===== src/rirq_pkg.sv =====
// Notes on behaviour
// error mask bits 7..4 gate crc, parity, soft and hard framing requests
// error mask bits 3..0 gate wake timer, amplitude, phase, capacitance
// error mask reads zero after power-up and after set default
// main bit 7 sets when the oscillator becomes stable after enabling
// main bit 6 sets on fifo water level during receive or transmit
// main bits 5..2 flag receive start and end, transmit end, collision
// main bit 1 flags timer events pending, bit 0 error events pending
// reading main clears bits 7..2; bits 1,0 clear on detail read
// main and timer registers clear at power-up and set default
// timer bits 7..5 flag command done, no-response, general timer expiry
// timer bit 4 flags field rising, bit 3 field falling
// timer bit 2 flags external field seen during collision avoidance
// timer bit 1 flags guard time elapsed after own field switched on
// timer bit 0 flags initiator bit rate recognised in target mode
// timer register clears when main register is read
// error register holds crc, parity, framing and wake-up flags
// timer mask register gates each timer event, one masks
// main mask register gates the six main events, one masks
// interrupt output active while any unmasked flag is set
// host reads main first, then the detail register it points to
package rirq_pkg;
   // register addresses on the 6-bit register port
   localparam logic [5:0] RIRQ_MAIN_MASK_ADDR  = 6'h14;
   localparam logic [5:0] RIRQ_TIMER_MASK_ADDR = 6'h15;
   localparam logic [5:0] RIRQ_ERR_MASK_ADDR   = 6'h16;
   localparam logic [5:0] RIRQ_MAIN_STAT_ADDR  = 6'h17;
   localparam logic [5:0] RIRQ_TIMER_STAT_ADDR = 6'h18;
   localparam logic [5:0] RIRQ_ERR_STAT_ADDR   = 6'h19;

   // values after power-up and after set default
   localparam logic [7:0] RIRQ_MASK_RESET = 8'h00;
   localparam logic [7:0] RIRQ_STAT_RESET = 8'h00;

   // main register field positions
   localparam int RIRQ_MAIN_OSC_BIT   = 7;
   localparam int RIRQ_MAIN_LEVEL_BIT = 6;
   localparam int RIRQ_MAIN_EVT_LSB   = 2;   // bits 7..2 are own events
   localparam int RIRQ_MAIN_TIM_BIT   = 1;
   localparam int RIRQ_MAIN_ERR_BIT   = 0;
   localparam int RIRQ_MAIN_EVT_W     = 6;
   localparam int RIRQ_SUM_W          = 2;

   // bits kept in the main mask register; bits 1..0 read as zero
   localparam logic [7:0] RIRQ_MAIN_MASK_USED = 8'hFC;
endpackage : rirq_pkg


===== src/rirq_top.sv =====
`timescale 1ns/100ps
// interrupt status and mask registers of the reader
module rirq_top (
   // clock and reset
   input  wire logic       i_mclk,
   input  wire logic       i_reset,
   input  wire logic       i_set_default,
   // register port
   input  wire logic [5:0] i_reg_addr,
   input  wire logic       i_reg_wr,
   input  wire logic [7:0] i_reg_wdata,
   input  wire logic       i_reg_rd,
   output logic      [7:0] o_reg_rdata,
   // main events, one-cycle pulses
   input  wire logic       i_osc_stable,
   input  wire logic       i_fifo_level_flag,
   input  wire logic       i_rx_start,
   input  wire logic       i_rx_end,
   input  wire logic       i_tx_end,
   input  wire logic       i_bit_collision,
   // timer and field events, one-cycle pulses
   input  wire logic       i_cmd_done,
   input  wire logic       i_noresp_expired,
   input  wire logic       i_gp_timer_expired,
   input  wire logic       i_field_on,
   input  wire logic       i_field_off,
   input  wire logic       i_ca_collision,
   input  wire logic       i_guard_done,
   input  wire logic       i_bitrate_found,
   // error and wake-up events, one-cycle pulses
   input  wire logic       i_crc_error,
   input  wire logic       i_parity_error,
   input  wire logic       i_soft_framing,
   input  wire logic       i_hard_framing,
   input  wire logic       i_wake_timer,
   input  wire logic       i_wake_amplitude,
   input  wire logic       i_wake_phase,
   input  wire logic       i_wake_capacitance,
   // interrupt request
   output logic            o_irq
);
   import rirq_pkg::*;

   // address match, used by both read and write decoding
   function automatic logic addr_hit(input logic [5:0] a,
                                     input logic [5:0] off);
      addr_hit = (a == off);
   endfunction : addr_hit

   logic [7:0] main_mask_q;
   logic [7:0] main_mask_d;
   logic [7:0] timer_mask_q;
   logic [7:0] timer_mask_d;
   logic [7:0] err_mask_q;
   logic [7:0] err_mask_d;
   logic [7:0] rdata_q;
   logic [7:0] rdata_d;
   logic       irq_q;
   logic       irq_d;

   logic [RIRQ_MAIN_EVT_W-1:0] main_evt;
   logic [RIRQ_MAIN_EVT_W-1:0] main_set;
   logic [RIRQ_SUM_W-1:0]      sum_flags;
   logic [RIRQ_SUM_W-1:0]      sum_set;
   logic [RIRQ_SUM_W-1:0]      sum_clr;
   logic [7:0]                 timer_evt;
   logic [7:0]                 timer_set;
   logic [7:0]                 err_evt;
   logic [7:0]                 err_set;
   logic [7:0]                 main_view;
   logic                       rd_main;
   logic                       rd_timer;
   logic                       rd_err;

   // read strobes for the clear-on-read registers
   assign rd_main  = i_reg_rd && addr_hit(i_reg_addr, RIRQ_MAIN_STAT_ADDR);
   assign rd_timer = i_reg_rd && addr_hit(i_reg_addr, RIRQ_TIMER_STAT_ADDR);
   assign rd_err   = i_reg_rd && addr_hit(i_reg_addr, RIRQ_ERR_STAT_ADDR);

   // main event sources, bit 5 of this vector is status bit 7
   assign main_set = {i_osc_stable,
                      i_fifo_level_flag,
                      i_rx_start,
                      i_rx_end,
                      i_tx_end,
                      i_bit_collision};

   assign timer_set = {i_cmd_done,
                       i_noresp_expired,
                       i_gp_timer_expired,
                       i_field_on,
                       i_field_off,
                       i_ca_collision,
                       i_guard_done,
                       i_bitrate_found};

   assign err_set = {i_crc_error,
                     i_parity_error,
                     i_soft_framing,
                     i_hard_framing,
                     i_wake_timer,
                     i_wake_amplitude,
                     i_wake_phase,
                     i_wake_capacitance};

   // main bits 7..2, cleared by a read of the main register
   rirq_flag_reg #(
      .W (RIRQ_MAIN_EVT_W)
   ) u_main_flags (
      .i_mclk        (i_mclk),
      .i_reset       (i_reset),
      .i_set_default (i_set_default),
      .i_clear       (rd_main),
      .i_set         (main_set),
      .o_flags       (main_evt)
   );

   // timer detail register; a main read empties it
   rirq_flag_reg #(
      .W (8)
   ) u_timer_flags (
      .i_mclk        (i_mclk),
      .i_reset       (i_reset),
      .i_set_default (i_set_default),
      .i_clear       (rd_main),
      .i_set         (timer_set),
      .o_flags       (timer_evt)
   );

   // error detail register; a main read empties it too
   rirq_flag_reg #(
      .W (8)
   ) u_err_flags (
      .i_mclk        (i_mclk),
      .i_reset       (i_reset),
      .i_set_default (i_set_default),
      .i_clear       (rd_main),
      .i_set         (err_set),
      .o_flags       (err_evt)
   );

   // summary bits survive a main read and clear on their detail read,
   // so the host can still tell which detail register to fetch
   assign sum_set = {(|timer_set), (|err_set)};
   assign sum_clr = {rd_timer, rd_err};

   generate
      for (genvar g = 0; g < RIRQ_SUM_W; g++) begin : g_sum
         rirq_flag_reg #(
            .W (1)
         ) u_sum (
            .i_mclk        (i_mclk),
            .i_reset       (i_reset),
            .i_set_default (i_set_default),
            .i_clear       (sum_clr[g]),
            .i_set         (sum_set[g]),
            .o_flags       (sum_flags[g])
         );
      end
   endgenerate

   assign main_view = {main_evt, sum_flags};

   // mask registers; set default returns them to all zero
   always_comb begin
      main_mask_d  = main_mask_q;
      timer_mask_d = timer_mask_q;
      err_mask_d   = err_mask_q;
      if (i_set_default) begin
         main_mask_d  = RIRQ_MASK_RESET;
         timer_mask_d = RIRQ_MASK_RESET;
         err_mask_d   = RIRQ_MASK_RESET;
      end else if (i_reg_wr) begin
         if (addr_hit(i_reg_addr, RIRQ_MAIN_MASK_ADDR)) begin
            main_mask_d = i_reg_wdata & RIRQ_MAIN_MASK_USED;
         end
         if (addr_hit(i_reg_addr, RIRQ_TIMER_MASK_ADDR)) begin
            timer_mask_d = i_reg_wdata;
         end
         if (addr_hit(i_reg_addr, RIRQ_ERR_MASK_ADDR)) begin
            err_mask_d = i_reg_wdata;
         end
      end
   end

   always_ff @(posedge i_mclk) begin
      if (i_reset) begin
         main_mask_q  <= RIRQ_MASK_RESET;
         timer_mask_q <= RIRQ_MASK_RESET;
         err_mask_q   <= RIRQ_MASK_RESET;
      end else begin
         main_mask_q  <= main_mask_d;
         timer_mask_q <= timer_mask_d;
         err_mask_q   <= err_mask_d;
      end
   end

   // read data is captured before the clear takes effect
   always_comb begin
      rdata_d = rdata_q;
      if (i_reg_rd) begin
         case (i_reg_addr)
            RIRQ_MAIN_MASK_ADDR:  rdata_d = main_mask_q;
            RIRQ_TIMER_MASK_ADDR: rdata_d = timer_mask_q;
            RIRQ_ERR_MASK_ADDR:   rdata_d = err_mask_q;
            RIRQ_MAIN_STAT_ADDR:  rdata_d = main_view;
            RIRQ_TIMER_STAT_ADDR: rdata_d = timer_evt;
            RIRQ_ERR_STAT_ADDR:   rdata_d = err_evt;
            default:              rdata_d = 8'h00;
         endcase
      end
   end

   // one mask bit per event; a one hides that event from the pin
   always_comb begin
      irq_d = (|(main_evt & ~main_mask_q[7:RIRQ_MAIN_EVT_LSB]))
            | (|(timer_evt & ~timer_mask_q))
            | (|(err_evt & ~err_mask_q));
   end

   // registered so the pin never glitches on decode; costs one cycle
   always_ff @(posedge i_mclk) begin
      if (i_reset) begin
         rdata_q <= RIRQ_STAT_RESET;
         irq_q   <= 1'b0;
      end else begin
         rdata_q <= rdata_d;
         irq_q   <= irq_d;
      end
   end

   assign o_reg_rdata = rdata_q;
   assign o_irq       = irq_q;
endmodule : rirq_top


===== src/rirq_flag_reg.sv =====
`timescale 1ns/100ps
// sticky event flags: an event in the clearing cycle survives the clear
module rirq_flag_reg #(
   parameter int W = 8
) (
   // clock and reset
   input  wire logic         i_mclk,
   input  wire logic         i_reset,
   // control
   input  wire logic         i_set_default,
   input  wire logic         i_clear,
   input  wire logic [W-1:0] i_set,
   // state
   output logic      [W-1:0] o_flags
);
   import rirq_pkg::*;

   logic [W-1:0] flags_q;
   logic [W-1:0] flags_d;

   // set wins over clear so no event is dropped on a read
   always_comb begin
      flags_d = flags_q;
      if (i_set_default) begin
         flags_d = W'(RIRQ_STAT_RESET);
      end else if (i_clear) begin
         flags_d = W'(RIRQ_STAT_RESET);
      end
      flags_d = flags_d | i_set;
   end

   always_ff @(posedge i_mclk) begin
      if (i_reset) begin
         flags_q <= W'(RIRQ_STAT_RESET);
      end else begin
         flags_q <= flags_d;
      end
   end

   assign o_flags = flags_q;
endmodule : rirq_flag_reg


===== config.mk =====
export PLATFORM = sky130hd
export DESIGN_NAME = rirq_top
export DESIGN_NICKNAME = d
export VERILOG_FILES = /design/src/rirq_pkg.sv /design/src/rirq_top.sv /design/src/rirq_flag_reg.sv
export SDC_FILE = /design/constraint.sdc
export NUM_CORES = 1
export LEC_CHECK = 0
export BUFFER_PORTS_ARGS = -buffer_cell sky130_fd_sc_hd__buf_4
export CAP_MARGIN = 20
export CORE_UTILIZATION = 45
export CTS_CLUSTER_DIAMETER = 100
export DETAILED_ROUTE_END_ITERATION = 8
export GPL_ROUTABILITY_DRIVEN = 0
export MAX_ROUTING_LAYER = met4
export PLACE_DENSITY = 0.64
export SLEW_MARGIN = 0
export SYNTH_ARGS = -nofsm -noshare
export SYNTH_HDL_FRONTEND = slang
export SYNTH_HIERARCHICAL = 1
export SYNTH_SLANG_ARGS = --single-unit

===== constraint.sdc =====
create_clock -name i_mclk -period 3.1 [get_ports i_mclk]
set_input_delay 0.31 -clock i_mclk [delete_from_list [all_inputs] [get_ports i_mclk]]
set_output_delay 0.31 -clock i_mclk [all_outputs]
set_load 0.02 [all_outputs]

==> impl_metrics.env, run 1 <==
export IMPL_die_h_um=78.8
export IMPL_synth_compound_area_share_pct=15.0
export IMPL_worstPathArrival_ns=2.13
export IMPL_cts_inserted_buffers=5
export IMPL_final_common_cell="sky130_fd_sc_hd__dfxtp_1"
export IMPL_setup_total_negative_slack_ns=0
export IMPL_combPwrFrac_pct=12.5
export IMPL_die_w_um=78.8
export IMPL_diodes=0
export IMPL_worst_slew_pin_slew_ns=0.645
export IMPL_fin_nets=381
export IMPL_number_of_resized_instances_in_the_post_cts_repair_step=0
export IMPL_cts_post_setup_buffers_inserted=0
export IMPL_vias_in_the_first_global_route=2036
export IMPL_tritoncts="done"
export IMPL_static_leakage_power_nw=1.40
export IMPL_synth_adder_area_share_pct=0
export IMPL_rsz0062_at_grt="false"
export IMPL_crit_type="in -> reg"
export IMPL_drive_above_1_share_pct=20.2
export IMPL_worst_hold_slack_ns=0.233
export IMPL_timing_max_transition_violations_final=0
export IMPL_power_density_nw_per_um2=415
export IMPL_ctsHoldBuffers=0
export IMPL_worst_ir_drop_vdd_mv=0.262
export IMPL_finalPower_w=0.00130
export IMPL_critPathCaptureType="flip-flop"
export IMPL_yosys_register_bits=55
export IMPL_synth_top_family_by_area="simple AND/OR/NAND/NOR gates"
export IMPL_wl_per_cell_um=15.3
export IMPL_antenna_violating_nets_post_route=0
export IMPL_synth_seq_area_share_pct=41.5
export IMPL_clock_path_buffers=2
export IMPL_yosysWarnings=6
export IMPL_number_of_antenna_violations_at_the_first_check_in_global_routing=0
export IMPL_clock_fmax_mhz=514
export IMPL_syn_num_nets=338
export IMPL_synth_cell_types=36
export IMPL_detailedRoute_firstIterationViolations=125
export IMPL_cellInternalPower_w=0.000974
export IMPL_grt_max_degree=35
export IMPL_numClockSinks=55
export IMPL_worst_skew_pair_latency_ns=0.31
export IMPL_tmin_final_ns=1.94
export IMPL_power_switching_w=0.000324
export IMPL_grt_util_all_layers_pct=22.3
export IMPL_multi_input_comb_area_sq_um=1330
export IMPL_globalRoute_totalOverflow=0
export IMPL_boundaryPins=50
export IMPL_drv_cap=0
export IMPL_fillers=556
export IMPL_timing_final_setup_violations=0
export IMPL_outcome="complete, no violations"
export IMPL_synthMuxAreaShare_pct=11.7
export IMPL_start_util_pct=47.4
export IMPL_fp_dieArea_sq_um=6210
export IMPL_finish_utilization_pct=55.8
export IMPL_clk_slew_on_worst_s_h_paths_ns=0.09
export IMPL_critical_path_max_fanout=22
export IMPL_drt_wl_total_mm=6.33
export IMPL_port_buffers=49
export IMPL_fin_worst_skew_ns=0.00891
export IMPL_synthesis_instances=297
export IMPL_cp_start_kind="input port"
export IMPL_synthesis_area_sq_um=2660
export IMPL_dpl_hpwl_mm=4.75
export IMPL_power_frac_clock_pct=29.4
export IMPL_seqPwrFrac_pct=58.1
export IMPL_drc=0
export IMPL_drt_first_pass_iters=4
export IMPL_flow_area_growth_from_synthesis_pct=17.9
export IMPL_swShare_pct=25.0
export IMPL_row_count=27
export IMPL_avgSynthCellArea_sq_um=8.94
export IMPL_critical_path_rt_ns=3.28
export IMPL_wire_length_of_the_first_global_routing_pass_mm=10.3
export IMPL_ff_latch_area_sq_um=1100
export IMPL_hold_viol=0
export IMPL_final_cell_mix="sky130_fd_sc_hd__dfxtp_1, sky130_fd_sc_hd__buf_4, sky130_fd_sc_hd__inv_1"
export IMPL_num_vias=2191
export IMPL_cts_root_buffer="sky130_fd_sc_hd__clkbuf_8"
export IMPL_slew_headroom_pct=56.7
export IMPL_core_region_area_sq_um=5610
export IMPL_cts_htree_levels=2
export IMPL_vias_per_cell=5.31
export IMPL_min_delay_path_class="in -> reg"
export IMPL_synth_xor_area_share_pct=0
export IMPL_final_min_period_over_clock_period_pct=62.7
export IMPL_yosys_area_share_simple_pct=23.0
## cell usage after synthesis, drive strengths merged
master | count | share of area, %
mux2i | 22 | 8.3
a311oi | 6 | 2.0
nor3b | 1 | 0.28
nor2 | 30 | 4.3
or3b | 24 | 7.9
a31oi | 1 | 0.24
nor4 | 4 | 0.94
buf | 7 | 2.1
o22ai | 7 | 1.6
and2 | 2 | 0.47
nor2b | 3 | 0.71
nand3 | 1 | 0.66
and4 | 1 | 0.33
mux2 | 8 | 3.4
a22o | 8 | 2.6
nand2b | 6 | 1.4
o2111ai | 2 | 0.66
o21ai | 3 | 0.57
nand4bb | 1 | 0.42
nor4bb | 2 | 0.75
a21oi | 24 | 4.5
a221oi | 6 | 2.0
clkbuf | 8 | 1.1
inv | 40 | 5.7
a222oi | 2 | 0.75
dfxtp | 55 | 41
nand4b | 1 | 0.33
nand2 | 10 | 1.4
or2 | 1 | 0.24
nor3 | 4 | 1.2
and3 | 7 | 1.6
## worst max-delay path, cell delays in order
cell and delay [ns]:
sky130_fd_sc_hd__buf_4 0.12, sky130_fd_sc_hd__nor4bb_2 0.53, sky130_fd_sc_hd__buf_4 0.28, sky130_fd_sc_hd__and4_1 0.61
sky130_fd_sc_hd__or3b_1 0.20, sky130_fd_sc_hd__a21oi_1 0.06
## per-stage QoR
stage | worst slack [ns] | area (sq um) | instances
6_report | 1.16 | 3130 | 413
5_1_grt | 0.967 | 3130 | 413
4_1_cts | 1.13 | 3130 | 413
3_5_place_dp | 0.794 | 3050 | 405
3_3_place_gp | 0.857 | 3050 | 405
2_1_floorplan | 1.43 | 2660 | 297
## power groups by stage
stage / clock, W / sequential [W] / combinational [W]
after floorplan: 0 / 0.000765 / 0.0000850
after global placement: 0 / 0.000771 / 0.000160
after detailed placement: 0 / 0.000770 / 0.000163
after CTS: 0.000390 / 0.000754 / 0.000163
after global routing: 0.000420 / 0.000757 / 0.000180
final: 0.000382 / 0.000754 / 0.000162
## final timing paths
check | startpoint | to | slack [ns] | depth (start not counted)
min | i_tx_end | u_main_flags/o_flags[1] | 0.23 | 3
max | i_reg_addr[5] | u_err_flags/o_flags[1] | 1.16 | 6
min reg2reg | o_reg_rdata[0] | o_reg_rdata[0] | 0.47 | 2
max reg2reg | err_mask_q[0] | o_reg_rdata[0] | 1.69 | 4
## state kept, by name, summed over array words and instances, names as in the netlist
signal,count
err_mask_q,8
o_reg_rdata,8
timer_mask_q,8
u_err_flags/o_flags,8
u_timer_flags/o_flags,8
main_mask_q,6
u_main_flags/o_flags,6
g_sum.u_sum/o_flags,2
o_irq,1
## routing by layer
metal | vias up | global-route usage [%] | part of all wire, %
met5 | - | - | 0
met1 | 998 | 30.2 | 49
met4 | 0 | 6.55 | 1.2
met2 | 52 | 34.0 | 45
li1 | 1134 | - | -
met3 | 7 | 4.02 | 5.0
## layout make-up
type                    count  area share (%)
clock buffers               7            2.44
flip-flops and latches     55            35.2
repair buffers             51            12.2
well taps                  72            2.88
inverters                  40            4.79
multi-input cells         187            42.3
clock inverters             1           0.160
## kinds of logic after synthesis
group | count (synthesis)
AND/OR/NAND/NOR | 98
flip-flops | 55
AO/OA/AOI/OAI | 59
multiplexers | 30
buffers and inverters | 55
No activity file was read; power rests on OpenSTA's default activity.
==> run 2: changes to the inputs <==
==> constraint.sdc (replaced) <==
create_clock -name i_mclk -period 1.85 [get_ports i_mclk]
set_input_delay 0.185 -clock i_mclk [delete_from_list [all_inputs] [get_ports i_mclk]]
set_output_delay 0.185 -clock i_mclk [all_outputs]
set_load 0.02 [all_outputs]
==> run 2 against run 1 <==
  * First-iteration DRC count grew 54%
  * Total power up 68%
  * Critical path depth fell by 1
  * Sequential share of layout area fell by 0.42 points
  * Non-clock buffer count rose by 5
  * Sequential power grew 67%
  * Register-to-register slack got worse by 1.3 ns
  * Worst hold slack worse by 0.12 ns
  * Core utilization is 0.67 points higher
  * Largest power group unchanged
==> impl_metrics.env, run 2 (synthesis gave the netlist of run 1 again) <==
export IMPL_outcome="complete, no violations"
export IMPL_cp_start_kind="input port"
export IMPL_flow_area_growth_from_synthesis_pct=19.3
export IMPL_ctsHoldBuffers=0
export IMPL_port_buffers=49
export IMPL_drc=0
export IMPL_min_delay_path_class="in -> reg"
export IMPL_worstPathArrival_ns=1.61
export IMPL_power_density_nw_per_um2=686
export IMPL_final_min_period_over_clock_period_pct=76.9
export IMPL_tritoncts="done"
export IMPL_detailedRoute_firstIterationViolations=192
export IMPL_worst_hold_path_cells=3
export IMPL_fp_dieArea_sq_um=6210
export IMPL_clk_slew_on_worst_s_h_paths_ns=0.09
export IMPL_dpl_hpwl_mm=4.86
export IMPL_cts_htree_levels=2
export IMPL_final_common_cell="sky130_fd_sc_hd__buf_4"
export IMPL_timing_final_setup_violations=0
export IMPL_hold_viol=0
export IMPL_drt_first_pass_iters=4
export IMPL_num_vias=2285
export IMPL_antenna_violating_nets_post_route=0
export IMPL_diodes=0
export IMPL_drv_cap=0
export IMPL_fillers=528
export IMPL_crit_type="in -> reg"
export IMPL_final_area_sq_um=3170
export IMPL_number_of_antenna_violations_at_the_first_check_in_global_routing=0
export IMPL_slew_headroom_pct=53.9
export IMPL_vias_in_the_first_global_route=2163
export IMPL_cts_inserted_buffers=5
export IMPL_reg2reg_path_depth=4
export IMPL_fin_nets=386
export IMPL_rsz0062_at_grt="false"
export IMPL_die_w_um=78.8
export IMPL_row_count=27
export IMPL_drt_wl_total_mm=6.54
export IMPL_cts_post_setup_buffers_inserted=0
export IMPL_drive_above_1_share_pct=21.4
export IMPL_critical_path_rt_ns=2.04
export IMPL_postPlaceCellArea_sq_um=3090
export IMPL_worst_slew_pin_slew_ns=0.691
export IMPL_timing_max_transition_violations_final=0
export IMPL_fin_worst_skew_ns=0.00556
export IMPL_tmin_final_ns=1.42
export IMPL_wire_length_of_the_first_global_routing_pass_mm=10.8
export IMPL_gr_usage_met2_pct=34.3
export IMPL_globalRoute_totalOverflow=0
export IMPL_clock_path_buffers=2
export IMPL_setup_total_negative_slack_ns=0
export IMPL_global_route_usage_met3_pct=3.91
export IMPL_static_leakage_power_nw=1.43
export IMPL_critPathCaptureType="flip-flop"
export IMPL_worst_ir_drop_vdd_mv=0.532
export IMPL_cts_root_buffer="sky130_fd_sc_hd__clkbuf_8"
export IMPL_number_of_resized_instances_in_the_post_cts_repair_step=0
export IMPL_die_h_um=78.8
export IMPL_critical_path_max_fanout=22
export IMPL_globalRoute_busiestLayer="met2"
export IMPL_grt_util_all_layers_pct=23.2
export IMPL_numClockSinks=55
export IMPL_start_util_pct=47.4
export IMPL_vias_per_cell=5.47
export IMPL_use_met1_pct=31.7
export IMPL_final_cell_mix="sky130_fd_sc_hd__buf_4, sky130_fd_sc_hd__dfxtp_1, sky130_fd_sc_hd__inv_1"
export IMPL_core_region_area_sq_um=5610
export IMPL_worst_skew_pair_latency_ns=0.31
export IMPL_boundaryPins=50
export IMPL_clock_fmax_mhz=703
export IMPL_grt_max_degree=35
export IMPL_wl_per_cell_um=15.6
run 2: changes by cell type in the layout (fill, tap and decap cells not counted):
cell / delta
sky130_fd_sc_hd__buf_4: +5
run 2: report_power, final:
group	switching, W	leakage (nW)	internal, W	total, W
combinational	0.000137	0.933	0.000143	0.000279
sequential	0.0000377	0.452	0.00123	0.00126
clock	0.000366	0.0422	0.000266	0.000632
total	0.000540	1.43	0.00163	0.00217
run 2: cell type report:
type	count	area, sq um	share of cell area (%)
multi-input cells	187	1330	41.8
clock inverters	1	5.00	0.158
inverters	40	150	4.74
flip-flops and latches	55	1100	34.7
clock buffers	7	76.3	2.41
well taps	72	90.1	2.84
repair buffers	56	420	13.3
run 2: worst paths after layout:
kind             startpoint                       to  slack (ns)
min          i_reg_wdata[1]            err_mask_q[1]        0.11
max           i_reg_addr[5]  u_main_flags/o_flags[2]        0.43
max reg2reg   err_mask_q[0]           o_reg_rdata[0]        0.43
min reg2reg  o_reg_rdata[0]           o_reg_rdata[0]        0.46
run 2: through the flow:
stage	hold WS, ns	std cells	setup WS [ns]	total power [W]	util [%]
finish	0.109	418	0.427	0.00217	56.5
global route	0.112	418	0.380	0.00228	56.5
CTS	0.104	418	0.424	0.00219	56.5
detailed placement	0.434	410	0.139	0.00157	55.1
global placement	0.425	410	0.165	0.00156	55.1
floorplan	0.254	297	0.309	0.00142	-
run 2: critical path, cell delays in order:
cell	delay, ns
sky130_fd_sc_hd__buf_4	0.12
sky130_fd_sc_hd__nor4bb_2	0.31
sky130_fd_sc_hd__and4_1	0.69
sky130_fd_sc_hd__or3b_1	0.23
sky130_fd_sc_hd__a21oi_1	0.07
run 2: layer usage:
metal / vias to the layer above / share of wire, % / wire length, um
li1: 1139 / - / -
met5: - / 0 / 0
met1: 1069 / 50 / 3260
met2: 64 / 43 / 2840
met4: 0 / 2.4 / 156
met3: 13 / 4.4 / 285
